===== src/verilog/acc_pkg.sv =====
// constants for the converter sample/convert control block
package acc_pkg;
  localparam logic [7:0] ACC_CTRL1_OFS = 8'h00;
  localparam logic [7:0] ACC_RESULT_OFS = 8'h04;
  localparam logic [7:0] ACC_STATUS_OFS = 8'h08;
  localparam int ACC_ON_BIT = 15;
  localparam int ACC_STOP_IN_IDLE_BIT = 13;
  localparam int ACC_OUTPUT_FORMAT_SELECT_LSB = 8;
  localparam int ACC_TRIGGER_SOURCE_SELECT_LSB = 5;
  localparam int ACC_STOP_AFTER_FIRST_INTERRUPT_BIT = 4;
  localparam int ACC_AUTO_SAMPLE_START_BIT = 2;
  localparam int ACC_SAMPLE_ENABLE_BIT = 1;
  localparam int ACC_DONE_BIT = 0;
  localparam logic [31:0] ACC_CTRL1_RESET = 32'h0000_0000;
  localparam logic [31:0] ACC_CTRL1_WMASK = 32'h0000_a7f7;
  localparam logic [2:0] ACC_FMT_INT16 = 3'h0;
  localparam logic [2:0] ACC_FMT_FRAC16 = 3'h2;
  localparam logic [2:0] ACC_FMT_SFRAC16 = 3'h3;
  localparam logic [2:0] ACC_FMT_INT32 = 3'h4;
  localparam logic [2:0] ACC_FMT_SINT32 = 3'h5;
  localparam logic [2:0] ACC_FMT_FRAC32 = 3'h6;
  localparam logic [2:0] ACC_FMT_SFRAC32 = 3'h7;
  localparam logic [2:0] ACC_TRG_SOFT = 3'h0;
  localparam logic [2:0] ACC_TRG_EXTINT = 3'h1;
  localparam logic [2:0] ACC_TRG_TIMER3 = 3'h2;
  localparam logic [2:0] ACC_TRG_CHARGE = 3'h3;
  localparam logic [2:0] ACC_TRG_AUTO = 3'h7;
  localparam int ACC_AUTO_SAMPLE_CYCLES = 16;
endpackage : acc_pkg


===== src/verilog/acc_ctrl.sv =====
// converter control register one with sample/convert sequencing
//
// How it works
// - converter runs only while enable bit set
// - stop_in_idle halts converter during idle
// - 16-bit formats: integer, fraction, signed fraction
// - 32-bit formats: int, signed int, fractions
// - trigger 111: internal counter ends sampling
// - trigger 011/010/001: charge unit, timer3, pin
// - trigger 000: writing sample_enable zero converts
// - stop_after_first_interrupt clears auto_sample_start on done
// - otherwise results keep overwriting earlier ones
// - auto_sample_start resamples after each conversion
// - else sampling starts on software write one
// - trigger 001/010/011/111 clears sample_enable in hardware
// - sample_enable reads one while sampling
// - done flag set at conversion completion
// - software clears done by writing zero
// - done cleared when new conversion starts
// - unimplemented bits ignore writes, read zero
`timescale 1ns/1ps
module acc_ctrl #(
  parameter int AUTO_CYCLES = acc_pkg::ACC_AUTO_SAMPLE_CYCLES
) (
  // clock and reset
  input wire logic clock_i,
  input wire logic sys_rst_i,
  // ahb-lite slave
  input wire logic hsel_i,
  input wire logic [31:0] haddr_i,
  input wire logic [1:0] htrans_i,
  input wire logic hwrite_i,
  input wire logic [2:0] hsize_i,
  input wire logic [31:0] hwdata_i,
  input wire logic hready_i,
  output logic [31:0] hrdata_o,
  output logic hreadyout_o,
  output logic hresp_o,
  // chip state
  input wire logic idle_mode_i,
  // trigger sources
  input wire logic ext_int_zero_pin_i,
  input wire logic timer3_match_i,
  input wire logic charge_time_event_i,
  // analog engine
  output logic sample_hold_o,
  output logic convert_start_o,
  input wire logic convert_done_i,
  input wire logic [9:0] convert_result_i,
  // formatted output and interrupt
  output logic [31:0] result_word_o,
  output logic convert_irq_o
);
  typedef enum logic [1:0] {
    ACC_ST_IDLE = 2'b00,
    ACC_ST_SAMPLE = 2'b01,
    ACC_ST_CONVERT = 2'b10
  } acc_state_t;

  acc_state_t state_ff, nxt_state;
  logic [31:0] ctrl_ff, nxt_ctrl;
  logic [31:0] result_ff;
  logic [15:0] auto_cnt_ff, nxt_auto_cnt;
  logic wr_pend_ff;
  logic [7:0] addr_ff;
  logic irq_ff;
  logic pin_prev_ff;
  logic start_ff;
  logic [31:0] rdata_ff;
  wire logic [2:0] pin_sync;

  // bus decode
  wire logic bus_take = hsel_i & hready_i & htrans_i[1];
  wire logic wr_ctrl = wr_pend_ff & (addr_ff == acc_pkg::ACC_CTRL1_OFS);
  wire logic [31:0] wdata_m = hwdata_i & acc_pkg::ACC_CTRL1_WMASK;
  // hsize is not decoded: every access is taken as a whole word

  // control fields
  wire logic on_b = ctrl_ff[acc_pkg::ACC_ON_BIT];
  wire logic stop_in_idle_b = ctrl_ff[acc_pkg::ACC_STOP_IN_IDLE_BIT];
  wire logic [2:0] output_format_select_f = ctrl_ff[acc_pkg::ACC_OUTPUT_FORMAT_SELECT_LSB +: 3];
  wire logic [2:0] trigger_source_select_f = ctrl_ff[acc_pkg::ACC_TRIGGER_SOURCE_SELECT_LSB +: 3];
  wire logic stop_after_first_interrupt_b = ctrl_ff[acc_pkg::ACC_STOP_AFTER_FIRST_INTERRUPT_BIT];
  wire logic auto_sample_start_b = ctrl_ff[acc_pkg::ACC_AUTO_SAMPLE_START_BIT];
  wire logic sample_enable_b = ctrl_ff[acc_pkg::ACC_SAMPLE_ENABLE_BIT];
  wire logic run = on_b & ~(stop_in_idle_b & idle_mode_i);

  // external pins pass two flops; edge detect reads only the second
  wire logic [2:0] pin_raw = {charge_time_event_i, timer3_match_i, ext_int_zero_pin_i};
  wire logic ext_int_s = pin_sync[0];
  wire logic tmr_s = pin_sync[1];
  wire logic charge_time_unit_s = pin_sync[2];
  wire logic ext_edge = ext_int_s & ~pin_prev_ff;

  // hardware trigger select; reserved codes match nothing
  wire logic auto_hit = (auto_cnt_ff >= 16'(AUTO_CYCLES - 1));
  wire logic hw_trig =
    (trigger_source_select_f == acc_pkg::ACC_TRG_EXTINT) ? ext_edge :
    (trigger_source_select_f == acc_pkg::ACC_TRG_TIMER3) ? tmr_s :
    (trigger_source_select_f == acc_pkg::ACC_TRG_CHARGE) ? charge_time_unit_s :
    (trigger_source_select_f == acc_pkg::ACC_TRG_AUTO) ? auto_hit :
    1'b0;

  // software sample_enable writes
  wire logic sw_sample_enable_set = wr_ctrl & wdata_m[acc_pkg::ACC_SAMPLE_ENABLE_BIT] & ~auto_sample_start_b;
  wire logic sw_sample_enable_clr = wr_ctrl & ~wdata_m[acc_pkg::ACC_SAMPLE_ENABLE_BIT] & sample_enable_b
                         & (trigger_source_select_f == acc_pkg::ACC_TRG_SOFT);
  wire logic in_sample = (state_ff == ACC_ST_SAMPLE);
  wire logic end_sample = run & in_sample & ((trigger_source_select_f == acc_pkg::ACC_TRG_SOFT)
                          ? sw_sample_enable_clr : hw_trig);
  wire logic done_evt = run & (state_ff == ACC_ST_CONVERT) & convert_done_i;

  // formatting
  function automatic logic [31:0] acc_format(input logic [2:0] f, input logic [9:0] d);
    logic [9:0] s;
    s = {~d[9], d[8:0]};
    unique case (f)
      acc_pkg::ACC_FMT_INT16: acc_format = {22'h0, d};
      acc_pkg::ACC_FMT_FRAC16: acc_format = {16'h0, d, 6'h0};
      acc_pkg::ACC_FMT_SFRAC16: acc_format = {16'h0, s, 6'h0};
      acc_pkg::ACC_FMT_INT32: acc_format = {22'h0, d};
      acc_pkg::ACC_FMT_SINT32: acc_format = {{22{s[9]}}, s};
      acc_pkg::ACC_FMT_FRAC32: acc_format = {d, 22'h0};
      acc_pkg::ACC_FMT_SFRAC32: acc_format = {s, 22'h0};
      default: acc_format = {22'h0, d};
    endcase
  endfunction : acc_format

  // sequencer
  // leaving run drops a conversion in flight and ignores its done
  always_comb begin
    nxt_state = state_ff;
    nxt_auto_cnt = '0;
    if (!run) begin
      nxt_state = ACC_ST_IDLE;
    end else begin
      unique case (state_ff)
        ACC_ST_IDLE: begin
          if (sw_sample_enable_set || auto_sample_start_b) begin
            nxt_state = ACC_ST_SAMPLE;
          end
        end
        ACC_ST_SAMPLE: begin
          nxt_auto_cnt = auto_hit ? '0 : auto_cnt_ff + 16'h0001;
          if (end_sample) begin
            nxt_state = ACC_ST_CONVERT;
          end
        end
        ACC_ST_CONVERT: begin
          if (convert_done_i) begin
            nxt_state = (auto_sample_start_b && !stop_after_first_interrupt_b) ? ACC_ST_SAMPLE : ACC_ST_IDLE;
          end
        end
        default: nxt_state = ACC_ST_IDLE;
      endcase
    end
  end

  // control register update; hardware set wins over software clear
  always_comb begin
    nxt_ctrl = ctrl_ff;
    if (wr_ctrl) begin
      nxt_ctrl = (wdata_m & ~32'h0000_0003) | (ctrl_ff & 32'h0000_0003);
      if (!wdata_m[acc_pkg::ACC_DONE_BIT]) begin
        nxt_ctrl[acc_pkg::ACC_DONE_BIT] = 1'b0;
      end
    end
    nxt_ctrl[acc_pkg::ACC_SAMPLE_ENABLE_BIT] = (nxt_state == ACC_ST_SAMPLE);
    if (end_sample) begin
      nxt_ctrl[acc_pkg::ACC_DONE_BIT] = 1'b0;
    end
    if (done_evt) begin
      nxt_ctrl[acc_pkg::ACC_DONE_BIT] = 1'b1;
      if (stop_after_first_interrupt_b) begin
        nxt_ctrl[acc_pkg::ACC_AUTO_SAMPLE_START_BIT] = 1'b0;
      end
    end
  end

  always_ff @(posedge clock_i or posedge sys_rst_i) begin
    if (sys_rst_i) begin
      state_ff <= ACC_ST_IDLE;
    end else begin
      state_ff <= nxt_state;
    end
  end

  always_ff @(posedge clock_i or posedge sys_rst_i) begin
    if (sys_rst_i) begin
      ctrl_ff <= acc_pkg::ACC_CTRL1_RESET;
    end else begin
      ctrl_ff <= nxt_ctrl;
    end
  end

  always_ff @(posedge clock_i or posedge sys_rst_i) begin
    if (sys_rst_i) begin
      auto_cnt_ff <= '0;
    end else begin
      auto_cnt_ff <= nxt_auto_cnt;
    end
  end

  // result overwritten by every conversion; an unread result is lost
  wire logic [31:0] nxt_result = done_evt ? acc_format(output_format_select_f, convert_result_i) : result_ff;
  always_ff @(posedge clock_i or posedge sys_rst_i) begin
    if (sys_rst_i) begin
      result_ff <= '0;
    end else begin
      result_ff <= nxt_result;
    end
  end

  always_ff @(posedge clock_i or posedge sys_rst_i) begin
    if (sys_rst_i) begin
      irq_ff <= 1'b0;
    end else begin
      irq_ff <= done_evt;
    end
  end

  // one two-flop synchroniser per trigger pin
  for (genvar g = 0; g < 3; g++) begin : g_pin_sync
    logic meta_ff;
    logic sync_ff;
    always_ff @(posedge clock_i or posedge sys_rst_i) begin
      if (sys_rst_i) begin
        meta_ff <= 1'b0;
        sync_ff <= 1'b0;
      end else begin
        meta_ff <= pin_raw[g];
        sync_ff <= meta_ff;
      end
    end
    assign pin_sync[g] = sync_ff;
  end

  // reset level matches the idle low pin, so no false edge after reset
  always_ff @(posedge clock_i or posedge sys_rst_i) begin
    if (sys_rst_i) begin
      pin_prev_ff <= 1'b0;
    end else begin
      pin_prev_ff <= ext_int_s;
    end
  end

  // bus data phase, zero wait states
  always_ff @(posedge clock_i or posedge sys_rst_i) begin
    if (sys_rst_i) begin
      wr_pend_ff <= 1'b0;
    end else begin
      wr_pend_ff <= bus_take & hwrite_i;
    end
  end

  always_ff @(posedge clock_i or posedge sys_rst_i) begin
    if (sys_rst_i) begin
      addr_ff <= '0;
    end else begin
      addr_ff <= haddr_i[7:0];
    end
  end

  // reads sample next-state values, so a read right behind a write sees the new word
  wire logic rd_take = bus_take & ~hwrite_i;
  wire logic [7:0] rd_addr = haddr_i[7:0];
  wire logic [31:0] rd_status = {29'h0, done_evt, nxt_state};
  wire logic [31:0] nxt_rdata = !rd_take ? 32'h0 :
    (rd_addr == acc_pkg::ACC_CTRL1_OFS) ? nxt_ctrl :
    (rd_addr == acc_pkg::ACC_RESULT_OFS) ? nxt_result :
    (rd_addr == acc_pkg::ACC_STATUS_OFS) ? rd_status : 32'h0;
  always_ff @(posedge clock_i or posedge sys_rst_i) begin
    if (sys_rst_i) begin
      rdata_ff <= '0;
    end else begin
      rdata_ff <= nxt_rdata;
    end
  end
  assign hrdata_o = rdata_ff;
  assign hreadyout_o = 1'b1;
  assign hresp_o = 1'b0;

  // engine side
  always_ff @(posedge clock_i or posedge sys_rst_i) begin
    if (sys_rst_i) begin
      start_ff <= 1'b0;
    end else begin
      start_ff <= end_sample;
    end
  end
  assign sample_hold_o = sample_enable_b;
  assign convert_start_o = start_ff;
  assign result_word_o = result_ff;
  assign convert_irq_o = irq_ff;
endmodule : acc_ctrl


===== config.mk =====
export PLATFORM = sky130hd
export DESIGN_NAME = acc_ctrl
export DESIGN_NICKNAME = d
export VERILOG_FILES = /design/src/verilog/acc_pkg.sv /design/src/verilog/acc_ctrl.sv
export SDC_FILE = /design/constraint.sdc
export NUM_CORES = 1
export LEC_CHECK = 0
export BUFFER_PORTS_ARGS = -buffer_cell sky130_fd_sc_hd__buf_2
export CORE_UTILIZATION = 51
export CTS_CLUSTER_DIAMETER = 40
export DETAILED_ROUTE_END_ITERATION = 10
export PLACE_DENSITY_LB_ADDON = 0.05
export REMOVE_ABC_BUFFERS = 1
export SLEW_MARGIN = 10
export SYNTH_ARGS = -nofsm -noshare
export SYNTH_HDL_FRONTEND = slang
export SYNTH_SLANG_ARGS = --single-unit
export TNS_END_PERCENT = 20

===== constraint.sdc =====
create_clock -name clock_i -period 5.99 [get_ports clock_i]
set_clock_uncertainty 0.05 [all_clocks]
set_input_delay 1.4975 -clock clock_i [delete_from_list [all_inputs] [get_ports clock_i]]
set_output_delay 1.4975 -clock clock_i [all_outputs]
set_load 0.02 [all_outputs]

==> out/metrics.cfg, run 1 <==
[status]
outcome = complete, no violations

[pwr]
ir_drop_v = 0.000229
totalPowerFinal_mw = 2.01
power_leakage_nw = 3.16
power.density_mw_per_mm2 = 315

[floorplanning]
die-height_um = 102
die_w_um = 102
num_rows = 36
core_area_sq_mm = 0.00977
initial_core_util = 0.525
die_area_sq_mm = 0.0105
ios = 158

[synth]
synth_top_cells_by_area = dfrtp_1 (64%), a22oi_1 (3.4%), a21oi_1 (2.9%)
mappedNetlistArea_sq_mm = 0.00513
netlist.area_leader.share = 0.643
synth-seq-cells = 132
yosys_warnings = 0
syn_inst = 420
synth-edff-count = 0
ys_types = 66
synth.avg_cell_area_sq_um = 12.2
ys_async_sr_fraction = 1.00
yosysSeqAreaShare = 0.643
synthFlopType = dfrtp_1
synth_top_area_cell = dfrtp_1

[flow_run]
drv_cap = 0

[worst_setup_path]
required_ps = 6390
worstSetupEndpointType = flip-flop
worstSetupPathType = input port to flip-flop
critPathArrivalTime_ps = 3510
crit_fanout = 18
critPathLaunchType = input port

[routing]
avgViaCountPerCell = 5.46
wl_mm = 12.0
drtIter0Drc = 141
vias = 3727
ant_nets = 0
drc_errors = 0
drt-wirelength-per-cell_um = 17.5
firstDrtPassIters = 5

[clocking]
hold_buffers = 0
clk_latency_ps = 520
cts.clk_slew.worst_paths_ps = 60
cts_num_sinks = 132
cts_tree = built
htree_levels = 4
post_cts_buffers = 0
numCtsBuffers = 17
cts-resized-gates = 0
root_buffer = clkbuf_8
clk_path_buf_depth = 2

[finish]
fin_area_sq_mm = 0.00639
final_cell_mix = dfrtp_1 (132), buf_2 (107), nor2_1 (39)
nNetsFinal = 629
layout_commonest_cell = dfrtp_1
fill_cells = 785
drive_gt1_frac = 0.315
stdcell_count = 683
n_antenna_cell = 0
area_growth_pct = 24.4

[grt]
first_global_vias = 3680
grtUsageTotal = 0.248
grt_pass1_wl_mm = 18.8
grt_overflow_total = 0
antenna_found_initial = 0
grt_max_degree = 80

[timing]
min_period_over_period = 0.519
fmax_mhz = 321
hold_viol = 0
slew_violations = 0
rsz0062_at_grt = false
setup_viol = 0
tightest_slew_ps = 965
timing.slew.headroom = 0.357
layout_min_cycle_time_ps = 3110
finalSetupTns_ps = 0

[worst_hold_path]
hold_class = flip-flop to flip-flop

[placed_design]
placed_area_sq_mm = 0.00583
gp_congestion = 0.837
dp.cells = 653
io_buffer_count = 107
dp_hpwl_mm = 7.72

-- synth_stat cells, types with 4 or more instances --
master	n
a21o_1	8
dfrtp_1	132
nor4_1	4
o2bb2ai_1	12
buf_2	10
and2_1	20
a211o_1	4
nor2_1	39
mux2_2	10
nand3_1	8
o21ai_0	4
clkbuf_1	11
a22oi_1	23
inv_1	7
nand2_1	24
a21oi_1	30
nor2b_1	4
-- routing by layer --
metal / wire (um) / GRT usage
met3: 682 / 0.0780
met5: 0 / 0
met2: 5940 / 0.384
met1: 5220 / 0.327
met4: 114 / 0.100
-- kinds of logic after synthesis --
family / Yosys count / synth area share
adders and majority gates: 1 / 0.00244
buffers and inverters: 35 / 0.0322
other: 2 / 0.00146
DFF: 132 / 0.643
muxes: 11 / 0.0239
and+or+nand+nor: 126 / 0.133
AOI/OAI and AO/OA: 110 / 0.159
xor gates and xnor gates: 3 / 0.00512
-- worst max-delay path: stages --
cell,delay (ps)
buf_2,110
nor4_2,350
nand2_1,250
nor3_4,560
buf_4,370
a2111o_1,130
o2111a_1,220
-- where the power goes --
part / leakage [nW] / switching (mW) / internal (mW) / total [mW]
Combinational: 1.13 / 0.0704 / 0.0371 / 0.108
Clock: 0.274 / 0.362 / 0.615 / 0.977
Sequential: 1.75 / 0.0138 / 0.914 / 0.928
-- layout make-up --
cell class,count,area [sq um],share of cell area
Sequential cell,132,3300,0.517
Clock inverter,10,108,0.0168
Multi-Input combinational cell,265,1730,0.271
Tap cell,133,166,0.0260
Inverter,9,38.8,0.00607
Timing Repair Buffer,114,588,0.0920
Clock buffer,20,455,0.0713
-- state kept, by name, indices dropped and copies added (netlist names), 2 cells and up --
name                flops
state_ff                2
addr_ff                 8
g_pin_sync.meta_ff      3
hrdata_o               32
result_word_o          32
auto_cnt_ff            16
ctrl_ff                32
-- per-stage QoR --
stage	utilization	hold WS [ps]	setup WS (ps)
detailed placement	0.596	286	2330
finish	0.654	296	2880
global route	0.654	309	2750
global placement	0.596	286	2350
CTS	0.654	299	2890
floorplan	-	281	916
-- worst paths after layout --
| check | start | end | slack, ps | depth (start not counted) |
|---|---|---|---|---|
| min in group asynchronous | sys_rst_i | result_word_o[19] | 1110 | 3 |
| setup / recovery | haddr_i[5] | hrdata_o[1] | 2880 | 7 |
| max in group asynchronous | sys_rst_i | hrdata_o[15] | 4020 | 3 |
| hold reg to reg | g_pin_sync[0].meta_ff | ext_int_s | 300 | 0 |
| hold / removal | g_pin_sync[0].meta_ff | ext_int_s | 300 | 0 |
| setup reg to reg | state_ff[0] | hrdata_o[1] | 3810 | 6 |
Note: power is estimated with default switching activity, not from simulation.
==> inputs of run 2 (changes only) <==
--- a/config.mk
+++ b/config.mk
@@ -5,8 +5,9 @@
 export SDC_FILE = /design/constraint.sdc
 export NUM_CORES = 1
 export LEC_CHECK = 0
+export ABC_AREA = 1
 export BUFFER_PORTS_ARGS = -buffer_cell sky130_fd_sc_hd__buf_2
-export CORE_UTILIZATION = 51
+export CORE_UTILIZATION = 46
 export CTS_CLUSTER_DIAMETER = 40
 export DETAILED_ROUTE_END_ITERATION = 10
 export PLACE_DENSITY_LB_ADDON = 0.05
==> constraint.sdc (replaced) <==
create_clock -name clock_i -period 2.7 [get_ports clock_i]
set_clock_uncertainty 0.05 [all_clocks]
set_input_delay 0.675 -clock clock_i [delete_from_list [all_inputs] [get_ports clock_i]]
set_output_delay 0.675 -clock clock_i [all_outputs]
set_load 0.02 [all_outputs]
==> run 2 against run 1 <==
  * Non-clock buffer count increased by 5
  * Combinational power grew to 5.0 times the previous value
  * Routed wire length grew 2.3%
  * Die area up 10%
  * Sequential power is 140% higher
  * Cell count grew 20%
  * Global-route usage shrank 1.7 points
  * Register-to-register slack worse by 3300 ps
  * Critical path type is now flip-flop to flip-flop
  * Largest power group unchanged
==> out/metrics.cfg, run 2 <==
[placed_design]
gp_congestion = 0.788
dp_slack_ps = 412
io_buffer_count = 107
dp.cells = 786
placed_area_sq_mm = 0.00587
dp_hpwl_mm = 8.34

[clocking]
cts-resized-gates = 0
clk_path_buf_depth = 2
cts.clk_slew.worst_paths_ps = 60
clk_latency_ps = 520
cts_num_sinks = 132
post_cts_buffers = 0
root_buffer = clkbuf_8
cts_tree = built
hold_buffers = 0
numCtsBuffers = 17
htree_levels = 4

[routing]
drt-wirelength-per-cell_um = 15.0
vias = 4001
drc_errors = 0
ant_nets = 0
firstDrtPassIters = 5
avgViaCountPerCell = 4.89
drtIter0Drc = 218
wl_mm = 12.2

[pwr]
comb_power_share = 0.106
internal_power_mw = 3.76
switching_share = 0.261
power_leakage_nw = 3.37
p_sw_mw = 1.33
clock_power_share = 0.463
seqPwrFrac = 0.431
power.density_mw_per_mm2 = 785
ir_drop_v = 0.000350

[timing]
slew_violations = 0
rsz0062_at_grt = false
layout_min_cycle_time_ps = 2220
fmax_mhz = 451
timing.slew.headroom = 0.580
setup_ws_ps = 481
setup_viol = 0
tightest_slew_ps = 625
hold_viol = 0
min_period_over_period = 0.822

[worst_setup_path]
worstSetupEndpointType = flip-flop
r2r-end = hrdata_o[21]
critPathArrivalTime_ps = 2550
required_ps = 3030
reg2reg_slack_ps = 480
worstRegToRegCells = 7
r2r_start = ctrl_ff[9]
critPathLaunchType = flip-flop
crit_fanout = 15
worstSetupPathType = flip-flop to flip-flop

[finish]
fill_cells = 955
seq_area_sq_mm = 0.00330
layout_commonest_cell = nand2_1
nNetsFinal = 755
stdcell_count = 818
drive_gt1_frac = 0.242
n_antenna_cell = 0
fin_area_sq_mm = 0.00648
area_growth_pct = 26.4
multiInputGateArea_sq_mm = 0.00152
final_cell_mix = nand2_1 (151), dfrtp_1 (132), buf_2 (107)

[status]
outcome = complete, no violations

[floorplanning]
die_w_um = 108
initial_core_util = 0.473
ios = 158
num_rows = 38
die_area_sq_mm = 0.0116
die-height_um = 108
core_area_sq_mm = 0.0108

[synth]
mappedNetlistArea_sq_mm = 0.00513
synthFlopType = dfrtp_1
netlist.area_leader.share = 0.644
yosysSeqAreaShare = 0.644
synth.most_common_cell = nand2_1
ys_types = 35
synth_top_area_cell = dfrtp_1
synth-seq-cells = 132
syn_inst = 537
synth_top_cells_by_area = dfrtp_1 (64%), nand2_1 (11%), nor2_1 (4.4%)
yosys_warnings = 0
synth-edff-count = 0
synthTopCellsByCount = nand2_1 (151), dfrtp_1 (132), nor2_1 (60)
ys_async_sr_fraction = 1.00
synth.avg_cell_area_sq_um = 9.55

[grt]
grtUsageTotal = 0.231
antenna_found_initial = 0
use_met1 = 0.308
use_met3 = 0.0636
grt_pass1_wl_mm = 19.7
grt_overflow_total = 0
grt.busiest_layer = met2
grt_max_degree = 60
first_global_vias = 3981
use_met2 = 0.357

[flow_run]
drv_cap = 0

[worst_hold_path]
hold_class = input port to asynchronous set/reset pin

-- run 2: cell count changes after synthesis, sizes merged, moves of 10 or more --
cell,change
a22oi,-23
and2,-21
inv,+50
mux2,-10
nand2,+126
nor2,+24
o21ai,+26
o2bb2ai,-14
-- run 2: critical path: stages, from the launching register on --
cell and delay, ps:
dfrtp_1 740, nor2_1 100, nand2_1 220, clkinv_1 360
nand2_1 340, nand2_1 120, nand2_1 70, a21oi_1 70
-- run 2: metal layers --
metal | share of wire | vias up
li1 | - | 1934
met1 | 0.45 | 1915
met2 | 0.47 | 136
met3 | 0.071 | 16
met4 | 0.016 | 0
met5 | 0 | -
-- run 2: final cells by class --
class | count | area share
Clock inverter | 13 | 0.0263
Timing Repair Buffer | 119 | 0.100
Clock buffer | 19 | 0.0682
Tap cell | 140 | 0.0270
Inverter | 59 | 0.0346
Multi-Input combinational cell | 336 | 0.234
Sequential cell | 132 | 0.510
-- run 2: per-stage QoR --
step                setup TNS, ps  utilization  power [mW]  hold WS [ps]
finish                          0        0.598        5.09           134
global route                    0        0.598        5.28           155
global placement                0        0.541        2.75           289
floorplan                 -204740            -        2.54           281
detailed placement              0        0.541        2.77           285
CTS                             0        0.598        5.12           139
-- run 2: power groups by stage --
stage / Sequential, mW / Clock [mW] / Combinational (mW)
after floorplan: 2.34 / 0 / 0.204
after global placement: 2.22 / 0 / 0.533
after detailed placement: 2.23 / 0 / 0.541
final: 2.19 / 2.35 / 0.541
after global routing: 2.21 / 2.47 / 0.599
after CTS: 2.19 / 2.39 / 0.545
-- run 2: kinds of logic after synthesis --
group                      share of synthesized area
AOI/OAI and AO/OA                              0.101
xor gates and xnor gates                     0.00171
adders and majority gates                    0.00244
buffers and inverters                         0.0688
DFF                                            0.644
other                                        0.00147
and+or+nand+nor                                0.180
-- run 2: how the worst max path moves through the flow --
stage / start / to / slack, ps / cells past startpoint
final: ctrl_ff[9] / hrdata_o[21] / 480 / 7
after global routing: ctrl_ff[9] / hrdata_o[21] / 280 / 7
after CTS: ctrl_ff[9] / hrdata_o[21] / 520 / 7
after detailed placement: idle_mode_i / hrdata_o[4] / 410 / 9
after global placement: idle_mode_i / hrdata_o[29] / 410 / 10
after floorplan: sys_rst_i / addr_ff[0] / -1550 / 1
